[config.mk]
export PLATFORM = sky130hd
export DESIGN_NAME = tds_diag_bank
export DESIGN_NICKNAME = d
export VERILOG_FILES = /design/src/design/tds_diag_bank.v /design/src/design/tds_sync.v /design/src/design/tds_limit_check.v
export VERILOG_INCLUDE_DIRS = /design/src /design/src/shared
export SDC_FILE = /design/constraint.sdc
export NUM_CORES = 1
export LEC_CHECK = 0
export ABC_AREA = 1
export BUFFER_PORTS_ARGS = -buffer_cell sky130_fd_sc_hd__clkbuf_2
export CAP_MARGIN = 5
export CORE_AREA = 2 2 237 239
export DETAILED_ROUTE_END_ITERATION = 6
export DIE_AREA = 0 0 239 241
export HOLD_SLACK_MARGIN = 0.06
export SETUP_SLACK_MARGIN = 0.02
export SKIP_CTS_REPAIR_TIMING = 1
export SLEW_MARGIN = 30
export SYNTH_ARGS = -nofsm -noshare
export SYNTH_HDL_FRONTEND = slang
export SYNTH_HIERARCHICAL = 1
export SYNTH_SLANG_ARGS = --single-unit
export TNS_END_PERCENT = 10
[constraint.sdc]
create_clock -name sys_clk -period 2.7 [get_ports sys_clk]
set_clock_uncertainty 0.2 [all_clocks]
set_input_delay 0.81 -clock sys_clk [delete_from_list [all_inputs] [get_ports sys_clk]]
set_output_delay 0.81 -clock sys_clk [all_outputs]
set_load 0.005 [all_outputs]
[src/shared/tds_consts.vh]
// Constants for the transceiver diagnostic status and flag bank.
// Assumes inclusion by bare name from the design files and the bench.
`ifndef TDS_CONSTS_VH
`define TDS_CONSTS_VH

// Two-wire slave address of the diagnostic page, 7-bit form
`define TDS_DEV_ADDR        7'h51

// Register byte offsets on the diagnostic page
`define TDS_OFS_STATUS      8'h6e
`define TDS_OFS_ALARM_HI    8'h70
`define TDS_OFS_ALARM_LO    8'h71
`define TDS_OFS_WARN_HI     8'h74
`define TDS_OFS_WARN_LO     8'h75
`define TDS_OFS_LIVE_FIRST  8'h60
`define TDS_OFS_LIVE_LAST   8'h69

// Status/control byte field positions
`define TDS_BIT_TXDIS_PIN   7
`define TDS_BIT_TXDIS_SOFT  6
`define TDS_BIT_RATE_PIN    4
`define TDS_BIT_RATE_SOFT   3
`define TDS_BIT_FAULT_PIN   2
`define TDS_BIT_LOS_PIN     1
`define TDS_BIT_NOT_READY   0

// Reset values
`define TDS_RST_SOFT_TXDIS  1'b0
`define TDS_RST_SOFT_RATE   1'b0
`define TDS_RST_FLAGS       4'h0

// Monitored quantities
`define TDS_NUM_CHAN        5
`define TDS_VAL_W           16
`define TDS_CHAN_TEMP       0

// Soft command response bound, milliseconds
`define TDS_RESPONSE_MS     100

`endif

[src/design/tds_diag_bank.v]
// Diagnostic status/control and alarm/warning flag bank with two-wire slave.
// Assumes open-drain SDA/SCL pins resolved outside; monitor data on sys_clk.
//
// How it works
// - Status bit 7 reads the synchronised transmitter-disable pin level.
// - Status bit 6 is the readable and writable soft transmitter-disable bit.
// - Transmitter disabled when soft bit or pin is high.
// - Status bit 4 reads the synchronised rate-select pin level.
// - Status bit 3 is the readable and writable soft rate-select bit.
// - Effective rate select is soft bit OR pin; high means high rate.
// - High rate optimises 4.25/2.125 Gb/s, low rate 2.125/1.0625 Gb/s.
// - Status bit 2 reads the transmitter fault pin level.
// - Status bit 1 reads the receive loss-of-signal pin level.
// - Status bit 0 reads 0 when powered and monitor data valid.
// - Soft control writes act on outputs well within 100 ms.
// - alarm_flags_high bits 7/6 are temperature high/low alarms.
// - alarm_flags_high bits 5/4 are supply voltage high/low alarms.
// - alarm_flags_high bits 3/2 are laser bias high/low alarms.
// - alarm_flags_high bits 1/0 are transmit power high/low alarms.
// - alarm_flags_low bits 7/6 are receive power alarms; rest reserved.
// - warning_flags_high bits 7..4 are temperature and supply warnings.
// - warning_flags_high bits 3..0 are bias and transmit power warnings.
// - warning_flags_low bits 7/6 are receive power warnings; rest reserved.
// - Temperature values and limits are signed, 1/256 degree steps.
// - Live temperature reads MSB first at bytes 96 and 97.
`timescale 1ns/100ps
`default_nettype none
`include "tds_consts.vh"

module tds_diag_bank #(
    parameter       NCH      = `TDS_NUM_CHAN,
    parameter       W        = `TDS_VAL_W,
    parameter [6:0] DEV_ADDR = `TDS_DEV_ADDR
) (
    // Clock and reset
    input  wire             sys_clk,
    input  wire             rst,
    // Two-wire management pins
    input  wire             scl_in,
    input  wire             sda_in,
    output wire             sda_out,
    output wire             sda_oe_n,
    // Module pins
    input  wire             tx_disable_pin,
    input  wire             rate_select_pin,
    input  wire             tx_fault_pin_level,
    input  wire             receive_signal_lost_pin_level,
    input  wire             monitor_ready,
    // Live values and limits, channel k at bits k*W: temp, vcc, bias, tx, rx
    input  wire [NCH*W-1:0] monitor_values,
    input  wire [NCH*W-1:0] alarm_hi_limits,
    input  wire [NCH*W-1:0] alarm_lo_limits,
    input  wire [NCH*W-1:0] warn_hi_limits,
    input  wire [NCH*W-1:0] warn_lo_limits,
    // Effective controls
    output reg              tx_disabled_q,
    output reg              rate_high_q
);

    // One-hot states of the serial slave
    localparam [8:0] ST_IDLE  = 9'h001;
    localparam [8:0] ST_ADDR  = 9'h002;
    localparam [8:0] ST_AACK  = 9'h004;
    localparam [8:0] ST_OFS   = 9'h008;
    localparam [8:0] ST_OACK  = 9'h010;
    localparam [8:0] ST_DATA  = 9'h020;
    localparam [8:0] ST_DACK  = 9'h040;
    localparam [8:0] ST_TX    = 9'h080;
    localparam [8:0] ST_RACK  = 9'h100;

    wire [5:0]       pins_s;
    wire             scl_s;
    wire             sda_s;
    wire             txdis_pin_s;
    wire             rate_pin_s;
    wire             fault_s;
    wire             los_s;
    wire [4*NCH-1:0] flags;
    wire [7:0]       status_byte;
    wire [7:0]       alarm_hi_byte;
    wire [7:0]       alarm_lo_byte;
    wire [7:0]       warn_hi_byte;
    wire [7:0]       warn_lo_byte;
    wire [7:0]       offset_inc;
    wire [7:0]       live_rel;
    wire [W-1:0]     live_word;
    wire             start_cond;
    wire             stop_cond;
    wire             scl_rise;
    wire             scl_fall;

    reg  [8:0]       state_q;
    reg  [3:0]       cnt_q;
    reg  [7:0]       shift_q;
    reg  [7:0]       tx_q;
    reg  [7:0]       offset_q;
    reg              rw_q;
    reg              sda_low_q;
    reg              scl_prev_q;
    reg              sda_prev_q;
    reg              soft_txdis_q;
    reg              soft_rate_q;
    reg              ready_q;
    reg  [7:0]       rd_byte;

    tds_sync #(
        .WIDTH (6)
    ) u_sync (
        .sys_clk  (sys_clk),
        .rst      (rst),
        .async_in ({scl_in, sda_in, tx_disable_pin, rate_select_pin,
                    tx_fault_pin_level, receive_signal_lost_pin_level}),
        .sync_out (pins_s)
    );

    assign scl_s       = pins_s[5];
    assign sda_s       = pins_s[4];
    assign txdis_pin_s = pins_s[3];
    assign rate_pin_s  = pins_s[2];
    assign fault_s     = pins_s[1];
    assign los_s       = pins_s[0];

    // One comparator per monitored quantity
    genvar c;
    generate
        for (c = 0; c < NCH; c = c + 1) begin : g_chan
            tds_limit_check #(
                .IS_SIGNED (c == `TDS_CHAN_TEMP),
                .W         (W)
            ) u_check (
                .sys_clk  (sys_clk),
                .rst      (rst),
                .value    (monitor_values[c*W +: W]),
                .alarm_hi (alarm_hi_limits[c*W +: W]),
                .alarm_lo (alarm_lo_limits[c*W +: W]),
                .warn_hi  (warn_hi_limits[c*W +: W]),
                .warn_lo  (warn_lo_limits[c*W +: W]),
                .flags_q  (flags[c*4 +: 4])
            );
        end
    endgenerate

    assign alarm_hi_byte = {flags[3], flags[2], flags[7], flags[6],
                            flags[11], flags[10], flags[15], flags[14]};
    assign alarm_lo_byte = {flags[19], flags[18], 6'h00};
    assign warn_hi_byte  = {flags[1], flags[0], flags[5], flags[4],
                            flags[9], flags[8], flags[13], flags[12]};
    assign warn_lo_byte  = {flags[17], flags[16], 6'h00};

    assign status_byte = {txdis_pin_s, soft_txdis_q, 1'b0, rate_pin_s,
                          soft_rate_q, fault_s, los_s, ~ready_q};

    // Ready flag registered from the monitor front end
    always @(posedge sys_clk or posedge rst) begin
        if (rst) begin
            ready_q <= 1'b0;
        end else begin
            ready_q <= monitor_ready;
        end
    end

    assign live_rel  = offset_q - `TDS_OFS_LIVE_FIRST;
    assign live_word = monitor_values[live_rel[3:1]*W +: W];

    always @* begin
        rd_byte = 8'h00;
        case (offset_q)
            `TDS_OFS_STATUS:   rd_byte = status_byte;
            `TDS_OFS_ALARM_HI: rd_byte = alarm_hi_byte;
            `TDS_OFS_ALARM_LO: rd_byte = alarm_lo_byte;
            `TDS_OFS_WARN_HI:  rd_byte = warn_hi_byte;
            `TDS_OFS_WARN_LO:  rd_byte = warn_lo_byte;
            default: begin
                if (offset_q >= `TDS_OFS_LIVE_FIRST && offset_q <= `TDS_OFS_LIVE_LAST) begin
                    rd_byte = live_rel[0] ? live_word[7:0] : live_word[15:8];
                end
            end
        endcase
    end

    // Bus condition detection
    assign start_cond = scl_s & scl_prev_q & sda_prev_q & ~sda_s;
    assign stop_cond  = scl_s & scl_prev_q & ~sda_prev_q & sda_s;
    assign scl_rise   = scl_s & ~scl_prev_q;
    assign scl_fall   = ~scl_s & scl_prev_q;
    assign offset_inc = offset_q + 8'h01;

    // Open drain: only ever pulls low
    assign sda_out  = 1'b0;
    assign sda_oe_n = ~sda_low_q;

    always @(posedge sys_clk or posedge rst) begin
        if (rst) begin
            scl_prev_q <= 1'b1;
            sda_prev_q <= 1'b1;
        end else begin
            scl_prev_q <= scl_s;
            sda_prev_q <= sda_s;
        end
    end

    // Serial slave state machine
    always @(posedge sys_clk or posedge rst) begin
        if (rst) begin
            state_q      <= ST_IDLE;
            cnt_q        <= 4'h0;
            shift_q      <= 8'h00;
            tx_q         <= 8'h00;
            offset_q     <= 8'h00;
            rw_q         <= 1'b0;
            sda_low_q    <= 1'b0;
            soft_txdis_q <= `TDS_RST_SOFT_TXDIS;
            soft_rate_q  <= `TDS_RST_SOFT_RATE;
        end else if (start_cond) begin
            state_q   <= ST_ADDR;
            cnt_q     <= 4'h0;
            sda_low_q <= 1'b0;
        end else if (stop_cond) begin
            state_q   <= ST_IDLE;
            sda_low_q <= 1'b0;
        end else begin
            case (state_q)
                ST_IDLE: begin
                    sda_low_q <= 1'b0;
                end
                ST_ADDR, ST_OFS, ST_DATA: begin
                    if (scl_rise) begin
                        shift_q <= {shift_q[6:0], sda_s};
                        cnt_q   <= cnt_q + 4'h1;
                    end else if (scl_fall && cnt_q == 4'h8) begin
                        cnt_q <= 4'h0;
                        if (state_q == ST_ADDR) begin
                            if (shift_q[7:1] == DEV_ADDR) begin
                                rw_q      <= shift_q[0];
                                sda_low_q <= 1'b1;
                                state_q   <= ST_AACK;
                            end else begin
                                state_q <= ST_IDLE;
                            end
                        end else if (state_q == ST_OFS) begin
                            offset_q  <= shift_q;
                            sda_low_q <= 1'b1;
                            state_q   <= ST_OACK;
                        end else begin
                            if (offset_q == `TDS_OFS_STATUS) begin
                                soft_txdis_q <= shift_q[`TDS_BIT_TXDIS_SOFT];
                                soft_rate_q  <= shift_q[`TDS_BIT_RATE_SOFT];
                            end
                            offset_q  <= offset_inc;
                            sda_low_q <= 1'b1;
                            state_q   <= ST_DACK;
                        end
                    end
                end
                ST_AACK: begin
                    if (scl_fall) begin
                        if (rw_q) begin
                            tx_q      <= rd_byte;
                            sda_low_q <= ~rd_byte[7];
                            offset_q  <= offset_inc;
                            state_q   <= ST_TX;
                        end else begin
                            sda_low_q <= 1'b0;
                            state_q   <= ST_OFS;
                        end
                    end
                end
                ST_OACK, ST_DACK: begin
                    if (scl_fall) begin
                        sda_low_q <= 1'b0;
                        state_q   <= ST_DATA;
                    end
                end
                ST_TX: begin
                    if (scl_fall) begin
                        if (cnt_q == 4'h7) begin
                            cnt_q     <= 4'h0;
                            sda_low_q <= 1'b0;
                            state_q   <= ST_RACK;
                        end else begin
                            cnt_q     <= cnt_q + 4'h1;
                            tx_q      <= {tx_q[6:0], 1'b0};
                            sda_low_q <= ~tx_q[6];
                        end
                    end
                end
                ST_RACK: begin
                    if (scl_rise) begin
                        rw_q <= ~sda_s;
                    end else if (scl_fall) begin
                        if (rw_q) begin
                            tx_q      <= rd_byte;
                            sda_low_q <= ~rd_byte[7];
                            offset_q  <= offset_inc;
                            state_q   <= ST_TX;
                        end else begin
                            state_q <= ST_IDLE;
                        end
                    end
                end
                default: begin
                    state_q   <= ST_IDLE;
                    sda_low_q <= 1'b0;
                end
            endcase
        end
    end

    always @(posedge sys_clk or posedge rst) begin
        if (rst) begin
            tx_disabled_q <= 1'b0;
            rate_high_q   <= 1'b0;
        end else begin
            tx_disabled_q <= soft_txdis_q | txdis_pin_s;
            rate_high_q   <= soft_rate_q | rate_pin_s;
        end
    end

endmodule

`default_nettype wire

[src/design/tds_sync.v]
// Two flip-flop synchroniser, one lane per bit.
// Assumes inputs come from pins outside the sys_clk domain.
`timescale 1ns/100ps
`default_nettype none

module tds_sync #(
    parameter WIDTH = 6
) (
    // Clock and reset
    input  wire             sys_clk,
    input  wire             rst,
    // Lanes
    input  wire [WIDTH-1:0] async_in,
    output wire [WIDTH-1:0] sync_out
);

    genvar i;
    generate
        for (i = 0; i < WIDTH; i = i + 1) begin : g_lane
            reg meta_q;
            reg stable_q;
            always @(posedge sys_clk or posedge rst) begin
                if (rst) begin
                    meta_q   <= 1'b0;
                    stable_q <= 1'b0;
                end else begin
                    meta_q   <= async_in[i];
                    stable_q <= meta_q;
                end
            end
            assign sync_out[i] = stable_q;
        end
    endgenerate

endmodule

`default_nettype wire

[src/design/tds_limit_check.v]
// Threshold comparison for one monitored quantity.
// Assumes value and thresholds come from logic on sys_clk.
`timescale 1ns/100ps
`default_nettype none
`include "tds_consts.vh"

module tds_limit_check #(
    parameter IS_SIGNED = 0,
    parameter W         = 16
) (
    // Clock and reset
    input  wire         sys_clk,
    input  wire         rst,
    // Live value and limits
    input  wire [W-1:0] value,
    input  wire [W-1:0] alarm_hi,
    input  wire [W-1:0] alarm_lo,
    input  wire [W-1:0] warn_hi,
    input  wire [W-1:0] warn_lo,
    // Flags: alarm high, alarm low, warning high, warning low
    output reg  [3:0]   flags_q
);

    wire [W:0] v_x;
    wire [W:0] ah_x;
    wire [W:0] al_x;
    wire [W:0] wh_x;
    wire [W:0] wl_x;

    // Signed or unsigned compare, per IS_SIGNED
    // Signed quantities get an inverted top bit so unsigned compare orders them
    assign v_x  = {1'b0, value[W-1]    ^ (IS_SIGNED != 0), value[W-2:0]};
    assign ah_x = {1'b0, alarm_hi[W-1] ^ (IS_SIGNED != 0), alarm_hi[W-2:0]};
    assign al_x = {1'b0, alarm_lo[W-1] ^ (IS_SIGNED != 0), alarm_lo[W-2:0]};
    assign wh_x = {1'b0, warn_hi[W-1]  ^ (IS_SIGNED != 0), warn_hi[W-2:0]};
    assign wl_x = {1'b0, warn_lo[W-1]  ^ (IS_SIGNED != 0), warn_lo[W-2:0]};

    always @(posedge sys_clk or posedge rst) begin
        if (rst) begin
            flags_q <= `TDS_RST_FLAGS;
        end else begin
            flags_q <= {v_x > ah_x, v_x < al_x, v_x > wh_x, v_x < wl_x};
        end
    end

endmodule

`default_nettype wire

==> impl_metrics.toml <==
[synth]
synth_area_leaders = "ha_1, nand2_1, dfrtp_1, inv_1, a21oi_1"
yosysSeqAreaShare = 0.148
synth_top_family_by_area = "adder cells"
ys_top_cells_by_count = "nand2_1, inv_1, ha_1"
synthArstFlopShare = 1.00
synth.distinct_cells = 37
ys.flop_type = "dfrtp_1"
synth_compound_area_frac = 0.0992
netlist.top_cell.by_area = "ha_1"
syn_inst = 2034
synth_edf_count = 0
avgSynthCellArea_sq_um = 6.41
yosys.area_share.simple = 0.301
ys_warn_count = 6
synthXorXnorAreaFrac = 0.00336
synth.area.mux_share = 0
ys_ff_latch = 77
yosysTopAreaCellShare = 0.304
syn_nets = 2760
synth_area_sq_mm = 0.0130
synth_adder_area_share = 0.304
synth.most_common_cell = "nand2_1"

[floorplanning]
die_x_um = 239
initial_utilization = 0.238
core_sq_mm = 0.0549
dieArea_sq_mm = 0.0576
floorplan.rows = 86
chipHeight_um = 241
pin_count = 413

[hold_path]
hold_path.startpoint = "u_sync/g_lane[5].meta_q"
min_path_type = "reg2reg"
holdPathStages = 0

[critical_path]
critPathCaptureType = "flip-flop"
r2r_start = "offset_q[1]"
critPathLaunch = "offset_q[1]"
worstPathCellList = "inv_1 > buf_4 > ha_1 > inv_1 > nand2_1 > nand3_1 > a21oi_2 > buf_4 > nand3_1 > nand2_1 > nand3_1 > o21ai_1"
reg2reg_depth = 12
cp_data_required_time_ns = 2.77
crit_top_cell = "nand3_1"
max_stage_delay_ns = 0.45
crit_path_top_delay_cell = "dfrtp_1"
arrival_ns = 2.35
path_class = "reg2reg"
start_kind = "flip-flop"
crit_path_max_fanout = 15

[sta]
period_share = 0.846
max_freq_ghz = 0.438
final.setup.tns_ns = 0
final_max_slew_viol_count = 0
rsz0062_at_grt = "no"
fin_crit_ns = 2.28
finalHoldViolations = 0
finalSetupViolCount = 0

[global_route]
antenna_found_initial = 3
grt_pass1_wl_mm = 73.4
grt_max_degree = 28
grt_util_met3 = 0.0288
grt_pass1_vias = 13300
track_usage = 0.166
met2_usage = 0.298
grt.busiest_layer = "met2"
overflow = 0
met1_usage = 0.211

[clock_network]
worstSkewPairLatency_ns = 0.35
clk_pin_slew_ns = 0.06
clockBufferDepth = 2
clockRootBuffer = "clkbuf_16"
numClockSinks = 77
cts_tree = "done"
htree_levels = 3
cts_buffers = 9

[layout]
multi_input_area_sq_mm = 0.00923
fin_area_sq_mm = 0.0163
layout.cells.non_filler = 3153
regArea_sq_mm = 0.00193
nNetsFinal = 3169
syn2layout_area_growth_pct = 24.8
final_layout_size_suffix_gt1_frac = 0.218
fill_cells = 6218

[detailed_routing]
drt-initial-drc-count = 547
drc = 0
first_pass_iters = 5
vias = 13500
post_drt_via_cell_ratio = 4.27
wire_per_inst_um = 15.1
wl_mm = 47.7
ant_nets = 0

[run]
cap_viol_max_count = 0

[power]
seq_power_share = 0.249
clock_power_share = 0.218
p_sw_frac = 0.441
p_leak_nw = 10.1
ir_worst_vdd_mv = 0.290
p_int_mw = 3.39
power_frac_comb = 0.533
p_sw_mw = 2.68
power_density_mw_per_mm2 = 373

[placed_design]
gp_congestion = 0.920
dp_hpwl_mm = 42.9
dpl-instance-area_sq_mm = 0.0159
dp.cells = 3136
portBuffers = 411

[status]
outcome = "finished, final reports clean"
## final timing paths
path	end	slack (ns)
hold reg to reg	u_sync/g_lane[5].stable_q	0.15
min in group asynchronous	g_chan[2].u_check/flags_q[0]	0.42
hold / removal	u_sync/g_lane[5].stable_q	0.15
setup / recovery	tx_q[0]	0.42
max in group asynchronous	shift_q[0]	1.40
setup reg to reg	tx_q[0]	0.42
## state kept, by name, summed over array words and instances, names as in the netlist
register	count
state_q	9
rw_q	1
scl_prev_q	1
soft_rate_q	1
sda_prev_q	1
tx_disabled_q	1
u_sync/g_lane.meta_q	6
ready_q	1
g_chan.u_check/flags_q	20
offset_q	8
tx_q	7
shift_q	8
sda_low_q	1
u_sync/g_lane.stable_q	6
soft_txdis_q	1
rate_high_q	1
cnt_q	4
## area by class of cell
type,count,share of cell area
Multi-Input combinational cell,1469,0.567
Inverter,460,0.106
Antenna cell,1,0.000154
Clock buffer,12,0.0151
Tap cell,704,0.0541
Clock inverter,4,0.00446
Timing Repair Buffer,426,0.134
Sequential cell,77,0.119
## placed cells by master (no fill, tap or decap), drive strengths merged, types with 11 or more instances in the layout
| master | count |
|---|---|
| buf | 15 |
| dfrtp | 74 |
| clkinv | 11 |
| inv | 450 |
| nand4 | 30 |
| nor2 | 172 |
| nor3 | 30 |
| a21oi | 153 |
| nand2 | 563 |
| clkbuf | 423 |
| ha | 317 |
| nand3 | 113 |
| o21ai | 62 |
## power groups by stage
stage / registers, mW / logic (mW) / clock network, mW
3_3_place_gp: 1.53 / 3.25 / 0
4_1_cts: 1.51 / 3.30 / 1.36
5_1_grt: 1.53 / 3.73 / 1.41
3_5_place_dp: 1.53 / 3.29 / 0
2_1_floorplan: 1.46 / 2.07 / 0
6_report: 1.51 / 3.24 / 1.32
## metrics by stage
stage / total power, mW / setup slack (ns) / hold WS, ns / utilization
finish: 6.07 / 0.417 / 0.153 / 0.296
global route: 6.67 / 0.179 / 0.162 / 0.296
CTS: 6.17 / 0.375 / 0.155 / 0.296
detailed placement: 4.82 / 0.417 / 0.141 / 0.291
global placement: 4.78 / 0.440 / 0.133 / 0.291
floorplan: 3.53 / 0.406 / 0.131 / -
## layer usage
metal / share of wire / wire length (um)
met2: 0.48 / 22900
met3: 0.053 / 2520
met5: 0.00027 / 13
met1: 0.45 / 21500
met4: 0.016 / 775
## cell families after synthesis
logic type,Yosys count
compound gates,234
xor+xnor,5
fa+ha+maj,317
buf+inv,488
flops,77
other cells,1
simple gates,912
## worst max-delay path, delay by kind of cell (launching register included)
family | cells | cell delay [ns]
fa+ha+maj | 1 | 0.18
compound gates | 2 | 0.36
simple gates | 5 | 0.33
flops | 1 | 0.45
buf+inv | 4 | 0.69
Note: power is estimated with default switching activity, not from simulation.
